`src/hw/rbsw_params.svh`:
```
// constants for the boot store and watchdog block
`ifndef RBSW_PARAMS_SVH
`define RBSW_PARAMS_SVH
`define RBSW_CLK_NS 10
`define RBSW_TICK_NS 1000000
`define RBSW_TICK_CYC (`RBSW_TICK_NS / `RBSW_CLK_NS)
`define RBSW_STEP_MS 16
`define RBSW_DEF_STRAP 4'h5
`define RBSW_NIB_NS 200
`define RBSW_NIB_CYC ((`RBSW_NIB_NS + `RBSW_CLK_NS - 1) / `RBSW_CLK_NS)
`define RBSW_SYNC_NS 300
`define RBSW_SYNC_CYC ((`RBSW_SYNC_NS + `RBSW_CLK_NS - 1) / `RBSW_CLK_NS)
`define RBSW_CLR_BIT 10
`define RBSW_START_CMD 8'h40
`define RBSW_ADDR_W 12
`endif

```
`src/hw/rbsw_pkg.sv`:
```
// types for the boot store and watchdog block
package rbsw_pkg;
	typedef enum logic [2:0] {st_idle, st_lead, st_wait_trail, st_trail, st_sync} rbsw_fetch_t;
	typedef struct packed
	{
		logic unit_off_switch;
		logic manual_restart_switch;
		logic watchdog_arm_switch;
	} rbsw_panel_t;
endpackage

```
`src/hw/rbsw_top.sv`:
```
// boot-program store with watchdog restart timer
`timescale 1ns/1ps
`default_nettype none
`include "rbsw_params.svh"
module rbsw_top #(
	parameter int ROM_COUNT = 16,
	parameter int TICK_CYC = `RBSW_TICK_CYC,
	parameter int NIB_CYC = `RBSW_NIB_CYC,
	parameter int SYNC_CYC = `RBSW_SYNC_CYC
) (
	// clock and system clear
	input wire logic clk_i,
	input wire logic rst_i,
	// host bus strobes, all from outside the clock domain
	input wire logic addr_select_i,
	input wire logic fetch_request_i,
	input wire logic output_command_i,
	input wire logic [7:0] command_byte_i,
	// panel switches and timeout strap
	input wire rbsw_pkg::rbsw_panel_t panel_i,
	input wire logic [3:0] timeout_strap_i,
	// rom array: module select, word address, returned nibble
	output logic [15:0] rom_module_selects_o,
	output logic [7:0] rom_word_address_o,
	input wire logic [3:0] rom_nibble_bus_i,
	// bus answer
	output logic [7:0] bus_data_lines_o,
	output logic bus_data_oe_o,
	output logic sync_reply_o,
	// restart
	output logic system_restart_out_o
);
	// refuse parameter values that the decoder and delay counters cannot hold
	if (ROM_COUNT < 1 || ROM_COUNT > 16 || TICK_CYC < 1 || NIB_CYC < 1 || NIB_CYC > 65535
		|| SYNC_CYC < 1 || SYNC_CYC > 65535)
	begin : g_bad_param
		$error("rbsw_top: unsupported parameter");
	end

	// low 8 bits pick the word, upper 4 the module
	function automatic logic [15:0] module_decode(input logic [11:0] a);
		logic [15:0] d;
		d = 16'h0000;
		if (int'(a[11:8]) < ROM_COUNT)
			d[a[11:8]] = 1'b1;
		return d;
	endfunction

	// two-stage synchronisers for all off-domain inputs
	logic [12:0] sync_a; // first stage
	logic [12:0] sync_b; // second stage
	always_ff @(posedge clk_i or posedge rst_i)
	begin
		if (rst_i)
		begin
			sync_a <= 13'h0000;
			sync_b <= 13'h0000;
		end
		else
		begin
			sync_a <= {addr_select_i, fetch_request_i, output_command_i, command_byte_i,
				panel_i.unit_off_switch, panel_i.manual_restart_switch};
			sync_b <= sync_a;
		end
	end
	logic sync_c; // arm switch, first stage; strap is a level too
	logic sync_d; // arm switch, second stage
	logic [3:0] strap_a;
	logic [3:0] strap_b;
	always_ff @(posedge clk_i or posedge rst_i)
	begin
		if (rst_i)
		begin
			sync_c <= 1'b0;
			sync_d <= 1'b0;
			strap_a <= `RBSW_DEF_STRAP;
			strap_b <= `RBSW_DEF_STRAP;
		end
		else
		begin
			sync_c <= panel_i.watchdog_arm_switch;
			sync_d <= sync_c;
			strap_a <= timeout_strap_i;
			strap_b <= strap_a;
		end
	end
	logic sel_s, fr_s, oc_s, off_s, man_s, arm_sw_s;
	logic [7:0] cmd_s;
	assign {sel_s, fr_s, oc_s, cmd_s, off_s, man_s} = sync_b;
	assign arm_sw_s = sync_d;

	// gated strobes: unit must be selected and switched on
	logic gated_fetch_request, gated_command_strobe, oc_prev;
	assign gated_fetch_request = fr_s & sel_s & ~off_s;
	assign gated_command_strobe = oc_s & ~oc_prev & sel_s & ~off_s;

	// fetch sequencer state
	rbsw_pkg::rbsw_fetch_t st, next_st;
	logic [11:0] addr, next_addr; // read address counter
	logic [3:0] nibble_latch_out, next_nibble_latch_out;
	logic [15:0] cnt, next_cnt; // one-shot delay
	logic [7:0] data, next_data;
	logic oe, next_oe, syn, next_syn;
	logic addr_step_pulse, counter_load_pulse;
	assign counter_load_pulse = gated_command_strobe;

	// fetch next state: two steps, latch, byte, delayed sync
	always_comb
	begin
		next_st = st;
		next_nibble_latch_out = nibble_latch_out;
		next_cnt = cnt;
		next_data = data;
		next_oe = oe;
		next_syn = syn;
		addr_step_pulse = 1'b0;
		unique case (st)
			rbsw_pkg::st_idle:
			begin
				if (gated_fetch_request)
				begin
					// capture first nibble then step from leading edge
					next_nibble_latch_out = rom_nibble_bus_i;
					addr_step_pulse = 1'b1;
					next_cnt = 16'(NIB_CYC);
					next_st = rbsw_pkg::st_lead;
				end
			end
			rbsw_pkg::st_lead:
			begin
				// wait for rom to settle on next word
				if (cnt > 16'h0001)
					next_cnt = cnt - 16'h0001;
				else
				begin
					next_data = {nibble_latch_out, rom_nibble_bus_i};
					next_oe = 1'b1;
					next_cnt = 16'(SYNC_CYC);
					next_st = rbsw_pkg::st_sync;
				end
			end
			rbsw_pkg::st_sync:
			begin
				// sync only after byte is on the lines
				if (cnt > 16'h0001)
					next_cnt = cnt - 16'h0001;
				else
				begin
					next_syn = 1'b1;
					next_st = rbsw_pkg::st_wait_trail;
				end
			end
			rbsw_pkg::st_wait_trail:
			begin
				// trailing edge gives the second step
				if (!fr_s)
				begin
					addr_step_pulse = 1'b1;
					next_oe = 1'b0;
					next_syn = 1'b0;
					next_st = rbsw_pkg::st_trail;
				end
			end
			rbsw_pkg::st_trail:
				next_st = rbsw_pkg::st_idle;
		endcase
	end

	// address counter next value
	always_comb
	begin
		next_addr = addr;
		if (counter_load_pulse && (cmd_s[`RBSW_CLR_BIT - 8] || cmd_s == 8'h00))
			next_addr = 12'h000;
		else if (addr_step_pulse)
			next_addr = addr + 12'h001;
	end

	always_ff @(posedge clk_i or posedge rst_i)
	begin
		if (rst_i)
		begin
			st <= rbsw_pkg::st_idle;
			addr <= 12'h000;
			nibble_latch_out <= 4'h0;
			cnt <= 16'h0000;
			data <= 8'h00;
			oe <= 1'b0;
			syn <= 1'b0;
			oc_prev <= 1'b0;
			rom_module_selects_o <= 16'h0000;
			rom_word_address_o <= 8'h00;
		end
		else
		begin
			st <= next_st;
			addr <= next_addr;
			nibble_latch_out <= next_nibble_latch_out;
			cnt <= next_cnt;
			data <= next_data;
			oe <= next_oe;
			syn <= next_syn;
			oc_prev <= oc_s;
			rom_module_selects_o <= module_decode(next_addr);
			rom_word_address_o <= next_addr[7:0];
		end
	end
	assign bus_data_lines_o = data;
	assign bus_data_oe_o = oe;
	assign sync_reply_o = syn;

	// watchdog: tick generator, ms counter, arm and restart flip-flops
	logic tick_run, next_tick_run;
	logic [31:0] tick_cnt, next_tick_cnt;
	logic [8:0] ms_cnt, next_ms_cnt;
	logic watchdog_arm_ff, next_watchdog_arm_ff;
	logic restart_ff, next_restart_ff;
	logic [8:0] limit;
	assign limit = 9'(`RBSW_STEP_MS) * ({5'h00, strap_b} + 9'h001);
	always_comb
	begin
		next_tick_run = tick_run;
		next_tick_cnt = tick_cnt;
		next_ms_cnt = ms_cnt;
		next_watchdog_arm_ff = watchdog_arm_ff;
		next_restart_ff = restart_ff;
		if (gated_command_strobe && cmd_s == `RBSW_START_CMD)
		begin
			next_tick_run = 1'b1;
			next_watchdog_arm_ff = 1'b1;
		end
		if (counter_load_pulse)
		begin
			next_tick_cnt = 32'h0;
			next_ms_cnt = 9'h000;
		end
		else if (tick_run && watchdog_arm_ff)
		begin
			// count whole milliseconds, holding at the timeout so the count never wraps
			if (tick_cnt == 32'(TICK_CYC - 1))
			begin
				next_tick_cnt = 32'h0;
				if (ms_cnt < limit)
					next_ms_cnt = ms_cnt + 9'h001;
			end
			else
				next_tick_cnt = tick_cnt + 32'h1;
		end
		// a timeout that meets a reload in the same cycle still restarts: the set wins
		if (tick_run && watchdog_arm_ff && ms_cnt >= limit && arm_sw_s)
			next_restart_ff = 1'b1;
	end
	always_ff @(posedge clk_i or posedge rst_i)
	begin
		if (rst_i)
		begin
			tick_run <= 1'b0;
			tick_cnt <= 32'h0;
			ms_cnt <= 9'h000;
			watchdog_arm_ff <= 1'b0;
			restart_ff <= 1'b0;
			system_restart_out_o <= 1'b0;
		end
		else
		begin
			tick_run <= next_tick_run;
			tick_cnt <= next_tick_cnt;
			ms_cnt <= next_ms_cnt;
			watchdog_arm_ff <= next_watchdog_arm_ff;
			restart_ff <= next_restart_ff;
			system_restart_out_o <= next_restart_ff | man_s;
		end
	end

	// checks
	a_sync_after_byte: assert property (@(posedge clk_i) disable iff (rst_i)
		$rose(sync_reply_o) |-> bus_data_oe_o) else $error("sync before byte");
	a_two_steps_fetch: assert property (@(posedge clk_i) disable iff (rst_i)
		(st == rbsw_pkg::st_trail && !$past(counter_load_pulse)) |->
		addr == $past(addr) + 12'h001) else $error("second step missing");
	a_manual_restart: assert property (@(posedge clk_i) disable iff (rst_i)
		man_s |=> system_restart_out_o) else $error("manual restart lost");
	a_off_hides_unit: assert property (@(posedge clk_i) disable iff (rst_i)
		(off_s && st == rbsw_pkg::st_idle) |=> st == rbsw_pkg::st_idle) else $error("off unit");
	a_restart_needs_arm: assert property (@(posedge clk_i) disable iff (rst_i)
		$rose(restart_ff) |-> $past(arm_sw_s) && $past(watchdog_arm_ff)) else $error("arm");
	a_load_clears_ms: assert property (@(posedge clk_i) disable iff (rst_i)
		counter_load_pulse |=> ms_cnt == 9'h000) else $error("load ignored");
	a_decode_onehot: assert property (@(posedge clk_i) disable iff (rst_i)
		$onehot0(rom_module_selects_o)) else $error("module select");
	a_latch_to_byte: assert property (@(posedge clk_i) disable iff (rst_i)
		$rose(bus_data_oe_o) |-> bus_data_lines_o[7:4] == nibble_latch_out) else $error("byte");
	a_clear_on_bit: assert property (@(posedge clk_i) disable iff (rst_i)
		(counter_load_pulse && cmd_s[`RBSW_CLR_BIT - 8]) |=> addr == 12'h000)
		else $error("address not cleared");
endmodule
`default_nettype wire

```
`config.mk`:
```
export PLATFORM = sky130hd
export DESIGN_NAME = rbsw_top
export DESIGN_NICKNAME = d
export VERILOG_FILES = /design/src/hw/rbsw_pkg.sv /design/src/hw/rbsw_top.sv
export VERILOG_INCLUDE_DIRS = /design/src /design/src/hw
export SDC_FILE = /design/constraint.sdc
export NUM_CORES = 1
export LEC_CHECK = 0
export BUFFER_PORTS_ARGS = -buffer_cell sky130_fd_sc_hd__buf_4
export CAP_MARGIN = 20
export CORE_ASPECT_RATIO = 0.7
export CORE_MARGIN = 4
export CORE_UTILIZATION = 35
export CTS_CLUSTER_DIAMETER = 80
export CTS_CLUSTER_SIZE = 28
export DETAILED_ROUTE_END_ITERATION = 6
export GPL_ROUTABILITY_DRIVEN = 0
export GPL_TIMING_DRIVEN = 1
export SLEW_MARGIN = 25
export SYNTH_ARGS = -nofsm -noshare
export SYNTH_HDL_FRONTEND = slang
export SYNTH_SLANG_ARGS = --single-unit
export TNS_END_PERCENT = 1
```
`constraint.sdc`:
```
create_clock -name clk_i -period 9.35 [get_ports clk_i]
set_clock_uncertainty 0.05 [all_clocks]
set_input_delay 0.935 -clock clk_i [delete_from_list [all_inputs] [get_ports clk_i]]
set_output_delay 0.935 -clock clk_i [all_outputs]
set_load 0.005 [all_outputs]
```
==> summary by stage <==
Finish
The utilization after layout is 0.426. 0 antenna diodes ended up in the layout. The number of nets in the final layout is 674. Of the cells placed in the final design, the portion with a size suffix greater than 1 is 0.184. The area taken by flip-flops and latches is 3560 µm². The number of inserted filler cells in the final layout is 1683. The layout overhead on the synthesized area is 19.7%. The multi-input combinational cells in the finished layout cover a total of 2590 µm².

Timing
For the pin with the worst max-slew slack, the measured transition is 0.992 ns. The sum of negative setup slack is 0 ns. The maximum clock frequency is 332 MHz. Setup violations remaining at the end of the flow were counted as 0.

The share of the clock period used by the worst path is 0.322. Setup repair after global routing left no endpoint under its margin. The headroom to the max-slew limit is 0.336. The final hold violation count was 0. The count of pins over their slew limit came to 0.

The time the worst path needs with I/O delays and setup is 3.01 ns.

Place
Detailed placement ended at an HPWL of 9080 µm. In this run the tool buffered the top-level ports with 58 buffer cells.

Synthesis
For this run, the number of Yosys warnings is 0. The commonest register cell after synthesis is dfrtp_1. The number of synthesized flops with an enable pin is 0. The number of nets in the synthesized netlist is 627.

Synthesis handed over a netlist of 591 instances. The post-synthesis instance area is 6390 µm². The synthesized design contains 142 register bits. A synthesized cell averages 10.8 µm². The register area share after synthesis is 0.557. The netlist uses 63 different library cells. The async set-or-reset flop fraction in the synthesized netlist is 1.00.

Route
The count of routing violations after the opening detailed-route iteration is 292. The first detailed-routing pass ran for 5 iterations. The count of nets left with antenna violations once routing finished came out at 0. Dividing the detail-routed via count by the number of cells gives 5.21. Summed over all layers, the routed wires come to 13400 µm. The detailed router placed 4617 vias in this run. In the routed design, unresolved DRC markers number 0. After detailed routing, the average wire length per cell comes to 15.1 µm.

Pwr
Of the total power, the share spent switching nets is 0.253. Internal power comes to 0.00131 W. The sequential share of power is 0.424. The share of total power dissipated in the clock network is 0.424.

In this run the static leakage power is 3.39 nW. VDD sags by at most 0.000117 V. In this run the power density over the cells is 230 nW/µm². The combinational power share is 0.152. Summed over all nets, the switching power comes to 0.000446 W.

Clock network
Clock latency on the worst-skew pair, taken at its later pin, is 0.42 ns. The clock buffer count from CTS is 17. In this run the post-CTS setup repair buffer count came out at 0.

The maximum buffer depth of the clock tree is 2. TritonCTS built the clock tree. Counting every sink on the clock net gives 142.

The cell sitting at the root of the clock tree is a clkbuf_16. The clock-pin slew on the worst setup and hold paths is 0.06 ns. Buffers inserted to repair hold after CTS numbered 0. The H-tree depth is 4. The number of gates resized after cts is 0.

Worst setup path
Traced cell by cell, the critical path runs through or4_4, nor4_1, nand4_1, nand2_1, o21ba_2. STA puts the critical path data required time at 9.60 ns. The worst setup path is captured at a flop. The element type at the critical path start is a flop.

The delay of the slowest cell on the worst path is 0.58 ns. The critical path is of the flop to flop type. The maximum fanout encountered on the critical timing path is 12. The slowest cell on the critical path is or4_4. STA puts the critical path data arrival time at 3.26 ns.

GRT
The initial antenna violation count came to 0. The wire length of the first global-routing pass is 23100 µm. Entering global routing, the biggest net connects 81 pins. For this run the aggregate overflow at the end of global routing stands at 0.

The via count of the first global-routing pass came to 4717. The global router's overall resource usage is 0.139.

Min path
The class of the tightest hold or removal check is flop to flop.

Die
The die footprint is 20500 µm². The placeable core area is 18000 µm². Row generation in the floorplan step produced 41 rows. Measured along the x axis, the die boundary spans 170 µm.

The number of placed I/O pins is 59. The floorplan step set the die height to 121 µm. The initial utilization of the core area, before any placement, comes to 0.356.

Outcome
The flow ran to the end, and the final reports show no timing, DRC or antenna violations.

Job
The total of max-cap violations is 0.
## Yosys cell counts, types with 3 or more instances
cell type	count	share of area
a31oi_1	3	0.0029
nand3b_1	3	0.0035
o21ai_0	13	0.010
nor2_1	56	0.033
nor3_1	34	0.027
dfstp_2	4	0.016
inv_1	18	0.011
nor4_1	12	0.012
nand4_1	10	0.0098
dfrtp_1	138	0.54
a21o_1	5	0.0059
o2111ai_1	3	0.0041
clkbuf_1	19	0.011
o211ai_1	3	0.0035
mux2_2	8	0.014
nand2_1	30	0.018
or4_1	15	0.018
o21a_1	3	0.0035
xnor2_1	27	0.037
and3_1	7	0.0068
ha_1	12	0.023
nand2b_1	7	0.0068
or3_1	13	0.013
a21oi_1	28	0.022
mux2i_1	3	0.0047
xor2_1	14	0.019
and4_1	8	0.011
mux2_1	5	0.0088
o31ai_1	12	0.014
nor2b_1	3	0.0029
nand3_1	20	0.016
buf_4	8	0.0094
## sequential cells by signal (all words and copies together), names as in the netlist, 3 cells and up
signal,cells
nibble_latch_out,4
strap_a,4
bus_data_lines_o,8
addr,12
sync_b,13
st,3
cnt,16
rom_module_selects_o,16
ms_cnt,9
sync_a,13
strap_b,4
tick_cnt,32
## routing by layer
metal,global-route usage,share of wire
met2,0.211,0.46
met3,0.0391,0.045
met4,0.0518,0.014
met5,0,0
met1,0.190,0.48
## worst max-delay path: cells and delay by family, from the launching register on
| kind | cells | cell delay [ns] |
|---|---|---|
| AO/OA/AOI/OAI | 1 | 0.22 |
| flip-flops | 1 | 0.44 |
| AND/OR/NAND/NOR | 4 | 2.19 |
## worst paths after layout
path / from / end / slack (ns) / cells past startpoint
setup / recovery: cnt[8] / cnt[7] / 6.34 / 5
hold / removal: sync_a[11] / sync_b[11] / 0.30 / 0
setup reg to reg: cnt[8] / cnt[7] / 6.34 / 5
hold reg to reg: sync_a[11] / sync_b[11] / 0.30 / 0
max in group asynchronous: rst_i / addr[4] / 7.40 / 3
min in group asynchronous: rst_i / tick_cnt[24] / 0.60 / 2
## power groups by stage
stage | combinational [W] | clock, W | sequential (W)
after floorplan | 0.000207 | 0 | 0.000736
after global placement | 0.000259 | 0 | 0.000750
after detailed placement | 0.000270 | 0 | 0.000754
after CTS | 0.000272 | 0.000765 | 0.000745
after global routing | 0.000301 | 0.000793 | 0.000757
final | 0.000268 | 0.000747 | 0.000746
## cell type report
class | instances | share of cell area
Timing Repair Buffer | 61 | 0.0598
Tap cell | 236 | 0.0386
Sequential cell | 142 | 0.465
Multi-Input combinational cell | 396 | 0.339
Inverter | 20 | 0.0105
Clock buffer | 21 | 0.0628
Clock inverter | 11 | 0.0242
## placed cells by master (no fill, tap or decap), types with 4 or more instances in the layout
master and count:
clkbuf_16 17, clkbuf_8 4, a21oi_1 28, nor4_1 12, mux2_2 8, clkinv_2 4, dfstp_2 4, and4_1 8
nor2_1 56, o31ai_1 12, and3_1 7, nand4_1 10, mux2_1 5, nor3_1 34, xnor2_1 27, o21ai_0 13
inv_1 17, ha_1 12, buf_4 61, or4_1 15, nand2_1 30, or3_1 13, nand3_1 20, bufinv_16 5
nand2b_1 7, dfrtp_1 138, xor2_1 14, a21o_1 5
## logic make-up (layout without fill, tap and decap cells)
family	Yosys count	after routing	synth area share
simple gates	236	236	0.201
flops	142	142	0.557
compound gates	91	91	0.0965
buf+inv	53	113	0.0386
xor+xnor	41	41	0.0562
mux	16	16	0.0276
fa+ha+maj	12	12	0.0235
## metrics by stage
stage	hold WS [ns]	area [µm²]	cells	worst slack (ns)	total power, W
2_1_floorplan	0.281	6390	591	4.56	0.000943
3_3_place_gp	0.283	6990	855	6.48	0.00101
3_5_place_dp	0.286	6990	855	6.35	0.00102
4_1_cts	0.298	7650	887	6.31	0.00178
5_1_grt	0.306	7650	887	6.03	0.00185
6_report	0.298	7650	887	6.34	0.00176
No activity file was read; power rests on OpenSTA's default activity.
